## config.mk

```make
export PLATFORM = sky130hd
export DESIGN_NAME = fbmc_top
export DESIGN_NICKNAME = d
export VERILOG_FILES = /design/src/common/fbmc_pkg.sv /design/src/common/fbmc_if.sv /design/src/fbmc_debounce.sv /design/src/fbmc_timebase.sv /design/src/fbmc_top.sv
export SDC_FILE = /design/constraint.sdc
export NUM_CORES = 1
export LEC_CHECK = 0
export BUFFER_PORTS_ARGS = -buffer_cell sky130_fd_sc_hd__buf_2
export CAP_MARGIN = 10
export CORE_MARGIN = 8
export CORE_UTILIZATION = 25
export CTS_BUF_LIST = sky130_fd_sc_hd__clkbuf_4
export DETAILED_ROUTE_END_ITERATION = 6
export GPL_TIMING_DRIVEN = 0
export PLACE_DENSITY = 0.42
export SYNTH_ARGS = -nofsm -noshare
export SYNTH_HDL_FRONTEND = slang
export SYNTH_SLANG_ARGS = --single-unit
```

## constraint.sdc

```tcl
create_clock -name clk_in -period 2.8 [get_ports clk_in]
set_clock_uncertainty 0.15 [all_clocks]
set_input_delay 0.42 -clock clk_in [delete_from_list [all_inputs] [get_ports clk_in]]
set_output_delay 0.42 -clock clk_in [all_outputs]
set_load 0.005 [all_outputs]
```

## src/common/fbmc_pkg.sv

```systemverilog
// constants, types and helpers of the front button mode controller
// Notes on behaviour
// a brief button press advances the display mode by one
// in mode A the mode indicator LED stays dark
// in mode D the mode indicator LED flashes yellow/orange
// in mode B the mode indicator LED is steady green
// no press for over a minute returns to mode A
// twelve second hold in mode A loads factory defaults
// release before twelve seconds in mode A cancels the factory reset
// five second hold in mode A or D captures the fault mask
// long press in A, B or D flashes the LED after three seconds
// release before five seconds keeps the old fault mask
// port and power state differing from the mask raises a fault
// five second hold in mode B toggles the ring manager role
// enabling the role with media redundancy off also enables redundancy (by button only; a CTRL write can set the role alone)
// disabling the role by button leaves media redundancy on
// presses from A select B, C, D: off, green, orange, flashing
// a press past the brief limit does not advance; D wraps to A
// the button is synchronised and debounced before timing
package fbmc_pkg;
    localparam int CLK_HZ = 50_000_000;
    localparam int QTR_PER_S = 4;
    localparam int QTR_CYCLES = CLK_HZ / QTR_PER_S;
    localparam int DEB_MS = 10;
    localparam int DEB_CYCLES = CLK_HZ / 1000 * DEB_MS;
    localparam int BRIEF_S = 1;
    localparam int WARN_S = 3;
    localparam int MASK_S = 5;
    localparam int RESET_S = 12;
    localparam int IDLE_S = 60;
    localparam int NPORT = 24;
    localparam int NPWR = 2;
    localparam int NIRQ = 5;

    function automatic logic [7:0] sec_to_q(input int s);
        return 8'(s * QTR_PER_S);
    endfunction

    localparam logic [7:0] BRIEF_Q = sec_to_q(BRIEF_S);
    localparam logic [7:0] WARN_Q = sec_to_q(WARN_S);
    localparam logic [7:0] MASK_Q = sec_to_q(MASK_S);
    localparam logic [7:0] RESET_Q = sec_to_q(RESET_S);
    localparam logic [7:0] IDLE_Q = sec_to_q(IDLE_S);
    localparam logic [7:0] CNT_MAX = 8'hFF;

    // register byte offsets
    localparam logic [7:0] REG_CTRL = 8'h00;
    localparam logic [7:0] REG_STATUS = 8'h04;
    localparam logic [7:0] REG_IRQ_ST = 8'h08;
    localparam logic [7:0] REG_IRQ_MK = 8'h0C;
    localparam logic [7:0] REG_FM_PORT = 8'h10;
    localparam logic [7:0] REG_FM_PWR = 8'h14;

    // field positions
    localparam int CTRL_ROLE = 0;
    localparam int CTRL_MRED = 1;
    localparam int STAT_MODE = 0;
    localparam int STAT_FAULT = 2;
    localparam int STAT_PRESS = 3;
    localparam int IRQ_MODE = 0;
    localparam int IRQ_MASK = 1;
    localparam int IRQ_ROLE = 2;
    localparam int IRQ_FRST = 3;
    localparam int IRQ_FAULT = 4;

    typedef enum logic [1:0] {
        MODE_A = 2'b00,
        MODE_B = 2'b01,
        MODE_C = 2'b10,
        MODE_D = 2'b11
    } fbmc_mode_t;

    typedef enum logic [1:0] {
        PR_IDLE = 2'b00,
        PR_HELD = 2'b01,
        PR_DONE = 2'b10
    } fbmc_press_t;
endpackage

```

## src/common/fbmc_if.sv

```systemverilog
// internal link from the timebase and debouncer to the controller core
`timescale 1ns/1ps
interface fbmc_if;
    logic qtick;
    logic pressed;
    modport tbase(output qtick);
    modport deb(output pressed);
    modport core(input qtick, input pressed);
endinterface

```

## src/fbmc_debounce.sv

```systemverilog
// button synchroniser and debouncer
`timescale 1ns/1ps
module fbmc_debounce import fbmc_pkg::*; #(
    parameter int DEB_CYC = DEB_CYCLES
) (
    // clock and reset
    input wire logic clk_in,
    input wire logic rstn_in,
    // button pin, low while pressed
    input wire logic btn_n_in,
    // clean level out
    fbmc_if.deb db
);
    typedef struct packed {
        logic s1;
        logic s2;
        logic [19:0] cnt;
        logic level;
    } fbmc_db_t;

    fbmc_db_t st, next_st;

    always_comb begin
        next_st = st;
        next_st.s1 = ~btn_n_in;
        next_st.s2 = st.s1;
        if (st.s2 == st.level) begin
            next_st.cnt = '0;
        end else if (st.cnt == 20'(DEB_CYC - 1)) begin
            next_st.cnt = '0;
            next_st.level = st.s2;
        end else begin
            next_st.cnt = st.cnt + 20'h00001;
        end
    end

    always_ff @(posedge clk_in) begin
        if (!rstn_in) begin
            st <= '0;
        end else begin
            st <= next_st;
        end
    end

    assign db.pressed = st.level;
endmodule

```

## src/fbmc_timebase.sv

```systemverilog
// quarter second enable pulse divider
`timescale 1ns/1ps
module fbmc_timebase import fbmc_pkg::*; #(
    parameter int QTR_CYC = QTR_CYCLES
) (
    // clock and reset
    input wire logic clk_in,
    input wire logic rstn_in,
    // enable out
    fbmc_if.tbase tb
);
    typedef struct packed {
        logic [23:0] cnt;
        logic tick;
    } fbmc_tb_t;

    fbmc_tb_t st, next_st;

    always_comb begin
        next_st = st;
        next_st.tick = 1'b0;
        if (st.cnt == 24'(QTR_CYC - 1)) begin
            next_st.cnt = '0;
            next_st.tick = 1'b1;
        end else begin
            next_st.cnt = st.cnt + 24'h000001;
        end
    end

    always_ff @(posedge clk_in) begin
        if (!rstn_in) begin
            st <= '0;
        end else begin
            st <= next_st;
        end
    end

    assign tb.qtick = st.tick;
endmodule

```

## src/fbmc_top.sv

```systemverilog
// front button mode controller with apb registers
`timescale 1ns/1ps
module fbmc_top import fbmc_pkg::*; #(
    parameter int QTR_CYC = QTR_CYCLES,
    parameter int DEB_CYC = DEB_CYCLES
) (
    // clock and reset
    input wire logic clk_in,
    input wire logic rstn_in,
    // apb slave
    input wire logic psel_in,
    input wire logic penable_in,
    input wire logic pwrite_in,
    input wire logic [7:0] paddr_in,
    input wire logic [31:0] pwdata_in,
    output logic [31:0] prdata_out,
    output logic pready_out,
    output logic pslverr_out,
    // button pin
    input wire logic btn_n_in,
    // present port and supply state
    input wire logic [NPORT-1:0] port_up_in,
    input wire logic [NPWR-1:0] pwr_ok_in,
    // mode indicator led
    output logic led_green_out,
    output logic led_orange_out,
    // configuration and status
    output logic factory_reset_out,
    output logic ring_manager_role_out,
    output logic media_red_out,
    output logic fault_out,
    output logic irq_out
);
    typedef struct packed {
        fbmc_mode_t mode;
        fbmc_press_t pst;
        logic [7:0] hold;
        logic [7:0] idle;
        logic pressed_d;
        logic blink;
        logic role;
        logic mred;
        logic [NPORT-1:0] fm_port;
        logic [NPWR-1:0] fm_pwr;
        logic fault;
        logic [NIRQ-1:0] irq_st;
        logic [NIRQ-1:0] irq_mk;
        logic pready;
        logic pslverr;
        logic [31:0] prdata;
        logic led_g;
        logic led_o;
        logic frst;
        logic irq;
    } fbmc_state_t;

    fbmc_state_t st, next_st;
    fbmc_if link();

    logic rel;
    logic press;
    logic warn;
    logic fault_now;
    logic apb_acc;
    logic apb_wr;
    logic [NIRQ-1:0] ev;
    logic [7:0] next_hold;
    logic [31:0] rd;
    logic rd_ok;

    fbmc_timebase #(
        .QTR_CYC(QTR_CYC)
    ) u_tb (
        .clk_in(clk_in),
        .rstn_in(rstn_in),
        .tb(link.tbase)
    );

    fbmc_debounce #(
        .DEB_CYC(DEB_CYC)
    ) u_db (
        .clk_in(clk_in),
        .rstn_in(rstn_in),
        .btn_n_in(btn_n_in),
        .db(link.deb)
    );

    function automatic fbmc_mode_t next_mode(input fbmc_mode_t m);
        unique case (m)
            MODE_A: return MODE_B;
            MODE_B: return MODE_C;
            MODE_C: return MODE_D;
            MODE_D: return MODE_A;
        endcase
    endfunction

    always_comb begin
        next_st = st;
        ev = '0;
        next_st.pressed_d = link.pressed;
        press = link.pressed && !st.pressed_d;
        rel = !link.pressed && st.pressed_d;
        next_hold = st.hold;
        next_st.frst = 1'b0;

        // flash phase, 2 Hz
        if (link.qtick) begin
            next_st.blink = ~st.blink;
        end

        // press timing
        unique case (st.pst)
            PR_IDLE: begin
                if (press) begin
                    next_st.pst = PR_HELD;
                    next_st.hold = '0;
                end
            end
            PR_HELD: begin
                if (rel) begin
                    next_st.pst = PR_IDLE;
                    if (st.hold < BRIEF_Q) begin
                        next_st.mode = next_mode(st.mode);
                        ev[IRQ_MODE] = 1'b1;
                    end
                    // early release leaves mask, role and config alone
                end else if (link.qtick) begin
                    if (st.hold != CNT_MAX) begin
                        next_hold = st.hold + 8'h01;
                    end
                    next_st.hold = next_hold;
                    unique case (st.mode)
                        MODE_A: begin
                            if (next_hold == MASK_Q) begin
                                next_st.fm_port = port_up_in;
                                next_st.fm_pwr = pwr_ok_in;
                                ev[IRQ_MASK] = 1'b1;
                            end
                            if (next_hold == RESET_Q) begin
                                next_st.frst = 1'b1;
                                next_st.role = 1'b0;
                                next_st.mred = 1'b0;
                                next_st.irq_mk = '0;
                                next_st.pst = PR_DONE;
                                ev[IRQ_FRST] = 1'b1;
                            end
                        end
                        MODE_D: begin
                            if (next_hold == MASK_Q) begin
                                next_st.fm_port = port_up_in;
                                next_st.fm_pwr = pwr_ok_in;
                                next_st.pst = PR_DONE;
                                ev[IRQ_MASK] = 1'b1;
                            end
                        end
                        MODE_B: begin
                            if (next_hold == MASK_Q) begin
                                next_st.role = ~st.role;
                                if (!st.role && !st.mred) begin
                                    next_st.mred = 1'b1;
                                end
                                // role off keeps mred as is R14
                                next_st.pst = PR_DONE;
                                ev[IRQ_ROLE] = 1'b1;
                            end
                        end
                        MODE_C: begin
                            next_st.hold = next_hold;
                        end
                    endcase
                end
            end
            PR_DONE: begin
                if (rel) begin
                    next_st.pst = PR_IDLE;
                end
            end
            default: begin
                next_st.pst = PR_IDLE;
            end
        endcase

        // idle timeout back to mode A
        if (link.pressed) begin
            next_st.idle = '0;
        end else if (link.qtick && st.idle != CNT_MAX) begin
            next_st.idle = st.idle + 8'h01;
        end
        if (!link.pressed && st.idle > IDLE_Q && st.mode != MODE_A) begin
            next_st.mode = MODE_A;
            ev[IRQ_MODE] = 1'b1;
        end

        // warning flash during a long press
        warn = st.pst == PR_HELD && st.hold >= WARN_Q
            && st.mode != MODE_C;

        // indicator led
        next_st.led_g = 1'b0;
        next_st.led_o = 1'b0;
        if (warn) begin
            if (st.mode == MODE_B) begin
                next_st.led_g = st.blink;
            end else begin
                next_st.led_o = st.blink;
            end
        end else begin
            unique case (st.mode)
                MODE_A: begin
                    next_st.led_g = 1'b0;
                end
                MODE_B: begin
                    next_st.led_g = 1'b1;
                end
                MODE_C: begin
                    next_st.led_o = 1'b1;
                end
                MODE_D: begin
                    next_st.led_o = st.blink;
                end
            endcase
        end

        // fault compare
        fault_now = (port_up_in != st.fm_port)
            || (pwr_ok_in != st.fm_pwr);
        next_st.fault = fault_now;
        if (fault_now && !st.fault) begin
            ev[IRQ_FAULT] = 1'b1;
        end

        // apb: one wait state, write lands with pready high
        apb_acc = psel_in && penable_in && !st.pready;
        apb_wr = psel_in && penable_in && st.pready && pwrite_in;
        rd = '0;
        rd_ok = 1'b1;
        unique case (paddr_in)
            REG_CTRL: begin
                rd[CTRL_ROLE] = st.role;
                rd[CTRL_MRED] = st.mred;
            end
            REG_STATUS: begin
                rd[STAT_MODE +: 2] = st.mode;
                rd[STAT_FAULT] = st.fault;
                rd[STAT_PRESS] = link.pressed;
            end
            REG_IRQ_ST: begin
                rd[NIRQ-1:0] = st.irq_st;
            end
            REG_IRQ_MK: begin
                rd[NIRQ-1:0] = st.irq_mk;
            end
            REG_FM_PORT: begin
                rd[NPORT-1:0] = st.fm_port;
            end
            REG_FM_PWR: begin
                rd[NPWR-1:0] = st.fm_pwr;
            end
            default: begin
                rd_ok = 1'b0;
            end
        endcase
        next_st.pready = apb_acc;
        if (apb_acc) begin
            next_st.prdata = pwrite_in ? 32'h00000000 : rd;
            next_st.pslverr = !rd_ok;
        end else begin
            next_st.pslverr = 1'b0;
        end
        if (apb_wr && rd_ok) begin
            unique case (paddr_in)
                REG_CTRL: begin
                    // button action in the same cycle takes priority
                    if (!ev[IRQ_ROLE] && !ev[IRQ_FRST]) begin
                        next_st.role = pwdata_in[CTRL_ROLE];
                        next_st.mred = pwdata_in[CTRL_MRED];
                    end
                end
                REG_IRQ_ST: begin
                    next_st.irq_st = st.irq_st & ~pwdata_in[NIRQ-1:0];
                end
                REG_IRQ_MK: begin
                    if (!ev[IRQ_FRST]) begin
                        next_st.irq_mk = pwdata_in[NIRQ-1:0];
                    end
                end
                default: begin
                    next_st.irq_st = next_st.irq_st;
                end
            endcase
        end

        // sticky events, set wins over clear
        next_st.irq_st = next_st.irq_st | ev;
        next_st.irq = |(next_st.irq_st & next_st.irq_mk);
    end

    always_ff @(posedge clk_in) begin
        if (!rstn_in) begin
            st <= '0;
        end else begin
            st <= next_st;
        end
    end

    assign prdata_out = st.prdata;
    assign pready_out = st.pready;
    assign pslverr_out = st.pslverr;
    assign led_green_out = st.led_g;
    assign led_orange_out = st.led_o;
    assign factory_reset_out = st.frst;
    assign ring_manager_role_out = st.role;
    assign media_red_out = st.mred;
    assign fault_out = st.fault;
    assign irq_out = st.irq;
endmodule

```

==> results of run 1 <==
[cells in the final DEF (no fill, tap or decap), types with 18 or more instances in the layout]
master / instances
nor2_1: 148
dfxtp_1: 138
buf_2: 80
mux2i_1: 40
xor2_1: 38
xnor2_1: 37
buf_4: 35
dlygate4sd3_1: 31
a22oi_1: 26
inv_1: 24
nand2_1: 24
nand4_1: 24
clkbuf_1: 18
[cell families (layout without fill, tap and decap cells)]
logic type	Yosys count	in the layout	share of synthesized area
AND/OR/NAND/NOR	295	295	0.216
buffers and inverters	88	229	0.0766
XOR/XNOR	75	75	0.0984
other	1	10	0.000562
multiplexers	43	43	0.0667
adder cells (fa/ha/maj)	10	10	0.0187
flip-flops	139	139	0.417
AO/OA/AOI/OAI	99	99	0.106
[worst max-delay path by stage]
stage                    to           from
floorplan           irq_out         st[87]
global placement    irq_out    paddr_in[0]
detailed placement  irq_out    paddr_in[0]
CTS                  st[50]         st[87]
global route         st[61]         st[87]
finish              irq_out  port_up_in[8]
[worst register-to-register path, cell delays in order (launching register included)]
cell and delay, ns:
dfxtp_2 0.41, ha_1 0.31, nand2_1 0.16, o2111ai_2 0.28, nand4_1 0.29, or3_4 0.50
o2111ai_1 0.09, o221ai_1 0.24
[sequential cells by signal, indices dropped and copies added, names as in the netlist, 21 cells and up]
signal	cells
u_tb.st	24
prdata_out	24
u_db.st	21
st	58
[routing by layer]
metal / wire [um] / part of all wire / global-route usage
met5: 10 / 0.00056 / 0
met4: 109 / 0.0061 / 0.0210
met3: 615 / 0.035 / 0.0351
met2: 8060 / 0.45 / 0.179
met1: 8940 / 0.50 / 0.143
[Yosys cell counts (3+ instances only)]
library cell,count
a211oi_1,6
a21o_1,4
a21oi_1,17
a22oi_1,26
a31o_2,3
a31oi_1,6
and2_1,5
and3_1,8
and4_1,4
buf_2,4
buf_4,32
buf_6,3
clkbuf_1,19
dfxtp_1,139
ha_1,10
inv_1,24
mux2i_1,40
nand2_1,24
nand2b_1,7
nand3_1,17
nand4_1,24
nor2_1,148
nor2b_1,6
nor3_1,11
nor4_1,14
nor4b_1,3
o21ai_0,10
o22ai_1,3
o31ai_1,3
or2_2,3
or3_1,4
xnor2_1,37
xor2_1,38
[through the flow]
| step | hold WS (ns) | util | area [um2] |
|---|---|---|---|
| after floorplan | 0.262 | - | 6700 |
| after global placement | 0.271 | 0.283 | 7510 |
| after detailed placement | 0.278 | 0.283 | 7510 |
| after CTS | 0.0188 | 0.307 | 8150 |
| after global routing | 0.0137 | 0.307 | 8170 |
| final | 0.0729 | 0.307 | 8170 |
[area by class of cell]
type | count | area, um2 | share of cell area
multi-input combinational | 530 | 3450 | 0.422
sequential | 139 | 2780 | 0.341
timing repair buffer | 110 | 713 | 0.0873
tap | 341 | 427 | 0.0522
buffer | 62 | 414 | 0.0507
clock inverter | 15 | 156 | 0.0191
clock buffer | 17 | 128 | 0.0156
inverter | 25 | 93.8 | 0.0115
antenna | 2 | 5.00 | 0.000613
[power by group]
| part | switching (W) | internal (W) |
|---|---|---|
| Sequential | 0.00000684 | 0.00199 |
| Combinational | 0.000113 | 0.0000919 |
| Clock | 0.000861 | 0.000471 |
| Total | 0.000981 | 0.00255 |
[what timing repair did]
item	4_1_cts	5_1_grt
hold endpoints to repair	31	0
endpoints found under the setup margin	21	46
buffers inserted	3	0
resized for setup	4	5
pin swaps	0	0
hold buffers	31	0
==> summary.txt, run 1 <==
Critical path
  – WS Path Type: primary input to flop
  – CP Cell Sequence: dlygate4sd3_1, buf_2, xor2_1, nor4_1, a41oi_1, nor4bb_2, o221a_2, o221ai_1
  – Startpoint Class: primary input
  – Reg2reg path depth: 7
  – Delay-heaviest family, CP: simple AND/OR/NAND/NOR gates
  – Slowest stage delay, CP: 0.54 ns
  – Critical path arrival: 2.92 ns
  – Setup crit end kind: flop
  – CP Depth: 8
  – Reg2reg end: irq_out
  – CP max-delay cell: dlygate4sd3_1
  – R2r startpoint: st[87]
  – Crit-path max FO: 2
  – Reg2reg setup slack: ~0.17 ns
  – CP bufs+invs: 2
  – Data required time of the worst path: 3.02 ns

STA
  – Final setup viols: 0
  – Slew margin rel.: 0.543
  – Final Hold Fails: 0
  – Fin. max-slew vios: 0
  – Tmin final: 2.71 ns
  – Slew @ Worst Pin: 0.685 ns
  – Unrepaired setup endpoints after global routing: no
  – Setup_tns: 0 ns
  – Setup ws final: 0.0908 ns
  – Highest clock rate: 369 MHz
  – Final worst-path cycle share: 0.968

Power and ir drop
  – Max IR drop VDD: 0.230 mV
  – Leak: 3.05 nW
  – Overall power: roughly 0.0035 W
  – Power density over the cells: around 430 nW/um2

Flow run
  – MaxCap Viol Count: 0

Routing
  – 1st-pass router iterations: 4
  – Avg WL per Cell: 14.3 um
  – Final antenna-violating net count: 0
  – Detailed Route WL: roughly 18000 um
  – Violation count after the first detailed-routing iteration: 250
  – Vias/cell: 4.37
  – Remaining DRCs: 0
  – Vias after detailed routing: 5424

Layout
  – Layout cells sized above 1: 0.200
  – Fillers: 2893
  – Nets: 967
  – Area growth syn-to-layout: 22.3%
  – Fin cells: approximately 1200

Yosys
  – Top post-synthesis cells by area: dfxtp_1, nor2_1, mux2i_1
  – Synthesized flop and latch total: 139
  – Sequential share of the synthesized area: 0.417
  – Post-synthesis cell area: 6680 um2
  – Post-synth ARST share: 0
  – Main synth FF type: dfxtp_1
  – Post-synth top area cell: dfxtp_1
  – Synth top area share: 0.417
  – Post-synth EDFFs: 0
  – Synth Instances: between 700 and 800
  – Syn avg cell area: around 8.9 um2
  – Netlist cell types: 71
  – Synth warn: 0

Clock tree
  – Clock Pin Slew Worst Setup and Hold Paths: 0.13 ns
  – H-tree depth: 4
  – Root buffer cell: clkbuf_4
  – Total CTS buffers: 17
  – CTS Sinks: 139
  – Skew-Pair Late Insertion Delay: 0.56 ns
  – Clock Path Buffers: 2
  – CTS tree: built

Min path
  – Worst Hold Launch: pwdata_in[0]
  – Hold Path Stages: 3
  – Hold EP: st[38]
  – Worst hold path class: primary input to flop

Global routing
  – Initial antenna violation count: 3
  – First-pass GRT wire length: 29000 um
  – Total gr overflow: 0
  – GRT Total Usage: 0.111
  – Pin count of the biggest net entering global routing: 17
  – Vias in the first global route: 5334

Floorplan
  – Effective utilization at floorplan: 0.251
  – Row cnt: 60
  – Die Height: 179 um
  – Top-level port count: between 100 and 150
  – Die ar.: between 30000 and 40000 um2
  – Total core area: 26600 um2
  – Die span in x: approximately 180 um

Run status
  – Outcome: finished, final reports clean

Placement
  – RD Place Congestion: 0.760
  – DP Cell Count: roughly 1200
  – Post-DP HPWL: 13300 um
  – Post-place setup slack: -0.273 ns
  – IO Port Bufs: 76
Note: power is estimated with default switching activity, not from simulation.
==> run 2, diff against run 1 <==
CORE_UTILIZATION = 55   (was 25)
PLACE_DENSITY = 0.78   (was 0.42)
==> summary.txt, run 2 (synthesis results as in run 1) <==
STA
  – Final Hold Fails: 0
  – Slew margin rel.: 0.535
  – Tmin final: between 2 and 3 ns
  – Final worst-path cycle share: 0.951
  – Unrepaired setup endpoints after global routing: no
  – Fin. max-slew vios: 0
  – Highest clock rate: approximately 380 MHz
  – Setup_tns: 0 ns
  – Final setup viols: 0
  – Hold WS: 0.0251 ns
  – Slew @ Worst Pin: 0.692 ns

Routing
  – 1st-pass router iterations: 6
  – Detailed Route WL: 16400 um
  – Remaining DRCs: 0
  – Vias after detailed routing: 5750
  – Avg WL per Cell: roughly 16 um
  – Vias/cell: 5.51
  – Final antenna-violating net count: 0
  – Violation count after the first detailed-routing iteration: 549

Placement
  – RD Place Congestion: just under 0.9
  – IO Port Bufs: 76
  – Post-DP HPWL: roughly 12000 um

Floorplan
  – Top-level port count: around 110
  – Die span in x: around 130 um
  – Die Height: 126 um
  – Total core area: about 12000 um2
  – Effective utilization at floorplan: 0.561
  – Row cnt: 40
  – Die ar.: 15900 um2

Critical path
  – Crit-path max FO: 10
  – Slowest stage delay, CP: 0.39 ns
  – Critical path arrival: 2.94 ns
  – Cell mode on critical path: mux2i_1
  – Data required time of the worst path: 3.08 ns
  – WS Path Type: flop to flop
  – Startpoint Class: flop
  – Setup crit end kind: flop
  – CP max-delay cell: dfxtp_4
  – CP Cell Sequence: inv_1, ha_4, nor4bb_1, mux2i_1, or2_4, nor4_4, buf_6, buf_12, mux2i_1, nor2_1

Layout
  – Commonest non-fill, non-tap cell in the layout: nor2_1
  – Most frequent cells in the layout: nor2_1, dfxtp_1, buf_2, mux2i_1, xor2_1
  – Nets: between 900 and 1000
  – Largest Register: st
  – Final Core Density: 0.658
  – Area growth syn-to-layout: 17.3%
  – Max reg flops: 58
  – Layout cells sized above 1: 0.192

Global routing
  – Pin count of the biggest net entering global routing: 17
  – First-pass GRT wire length: about 27000 um
  – Vias in the first global route: 5797
  – Initial antenna violation count: 2
  – GRT Total Usage: 0.208
  – Total gr overflow: 0

Clock tree
  – CTS Sinks: 139
  – H-tree depth: 4
  – CTS tree: built
  – Clock Pin Slew Worst Setup and Hold Paths: 0.11 ns
  – Skew-Pair Late Insertion Delay: 0.55 ns
  – Total CTS buffers: 17
  – Clock Path Buffers: 2
  – Root buffer cell: clkbuf_4

Power and ir drop
  – Max IR drop VDD: between 0.2 and 0.3 mV
  – Power density over the cells: 422 nW/um2
  – Overall power: 0.00330 W
  – Leak: roughly 3.0 nW

Run status
  – Outcome: finished, final reports clean

Min path
  – Worst hold path class: primary input to flop

Flow run
  – MaxCap Viol Count: 0
## run 2: cell count changes in the layout (fill, tap and decap cells not counted), sizes merged
cell | before | now
dlygate4sd3 | 31 | 26
clkbuf | 36 | 38
clkinv | 3 | 11
clkinvlp | 4 | 1
buf | 122 | 123
inv | 32 | 25
## run 2: critical path: cells and delay by family (launching register included)
kind,cells,cell delay [ns]
buffers and inverters,3,0.44
muxes,2,0.38
adders and majority gates,1,0.25
DFF,1,0.39
and+or+nand+nor,4,0.93
## run 2: timing repair
item                       CTS  global route
setup endpoints to repair    8            31
hold buffers                26             0
pin swaps                    0             2
hold endpoints to repair    26             0
setup buffers                2             2
gates resized for setup      1             7
## run 2: final timing paths
kind / depth (start not counted) / slack, ns / startpoint / end
setup reg to reg: 10 / 0.14 / st[87] / st[62]
setup / recovery: 10 / 0.14 / st[87] / st[62]
hold reg to reg: 1 / 0.32 / u_db.next_st[21] / u_db.st[21]
hold / removal: 3 / 0.03 / port_up_in[19] / st[70]
## run 2: layout make-up
cell class / count / area [um2]
fillers: 973 / 4080
plain buffers: 62 / 414
inverters: 25 / 93.8
diodes: 2 / 5.00
clock buffers: 19 / 143
flip-flops and latches: 139 / 2790
multi-input cells: 530 / 3440
repair buffers: 106 / 683
well taps: 147 / 184
clock inverters: 13 / 83.8
## run 2: metal layers
| metal | GRT usage | part of all wire | vias up |
|---|---|---|---|
| li1 | - | - | 2833 |
| met1 | 0.236 | 0.43 | 2731 |
| met2 | 0.350 | 0.49 | 148 |
| met3 | 0.0629 | 0.056 | 38 |
| met4 | 0.0984 | 0.030 | 0 |
| met5 | 0 | 0 | - |
## run 2: metrics by stage
stage               cells  area (um2)  setup WS [ns]
global route         1043        7830        0.00710
detailed placement    980        7270         -0.125
finish               1043        7830          0.136
global placement      980        7270        -0.0555
CTS                  1040        7790         0.0133
floorplan             757        6700          0.332
## run 2: report_power, final
group	total, W	leakage [nW]	switching [W]	internal (W)
clock network	0.00112	0.128	0.000688	0.000432
logic	0.000194	1.77	0.000108	0.0000861
registers	0.00199	1.12	0.00000690	0.00198
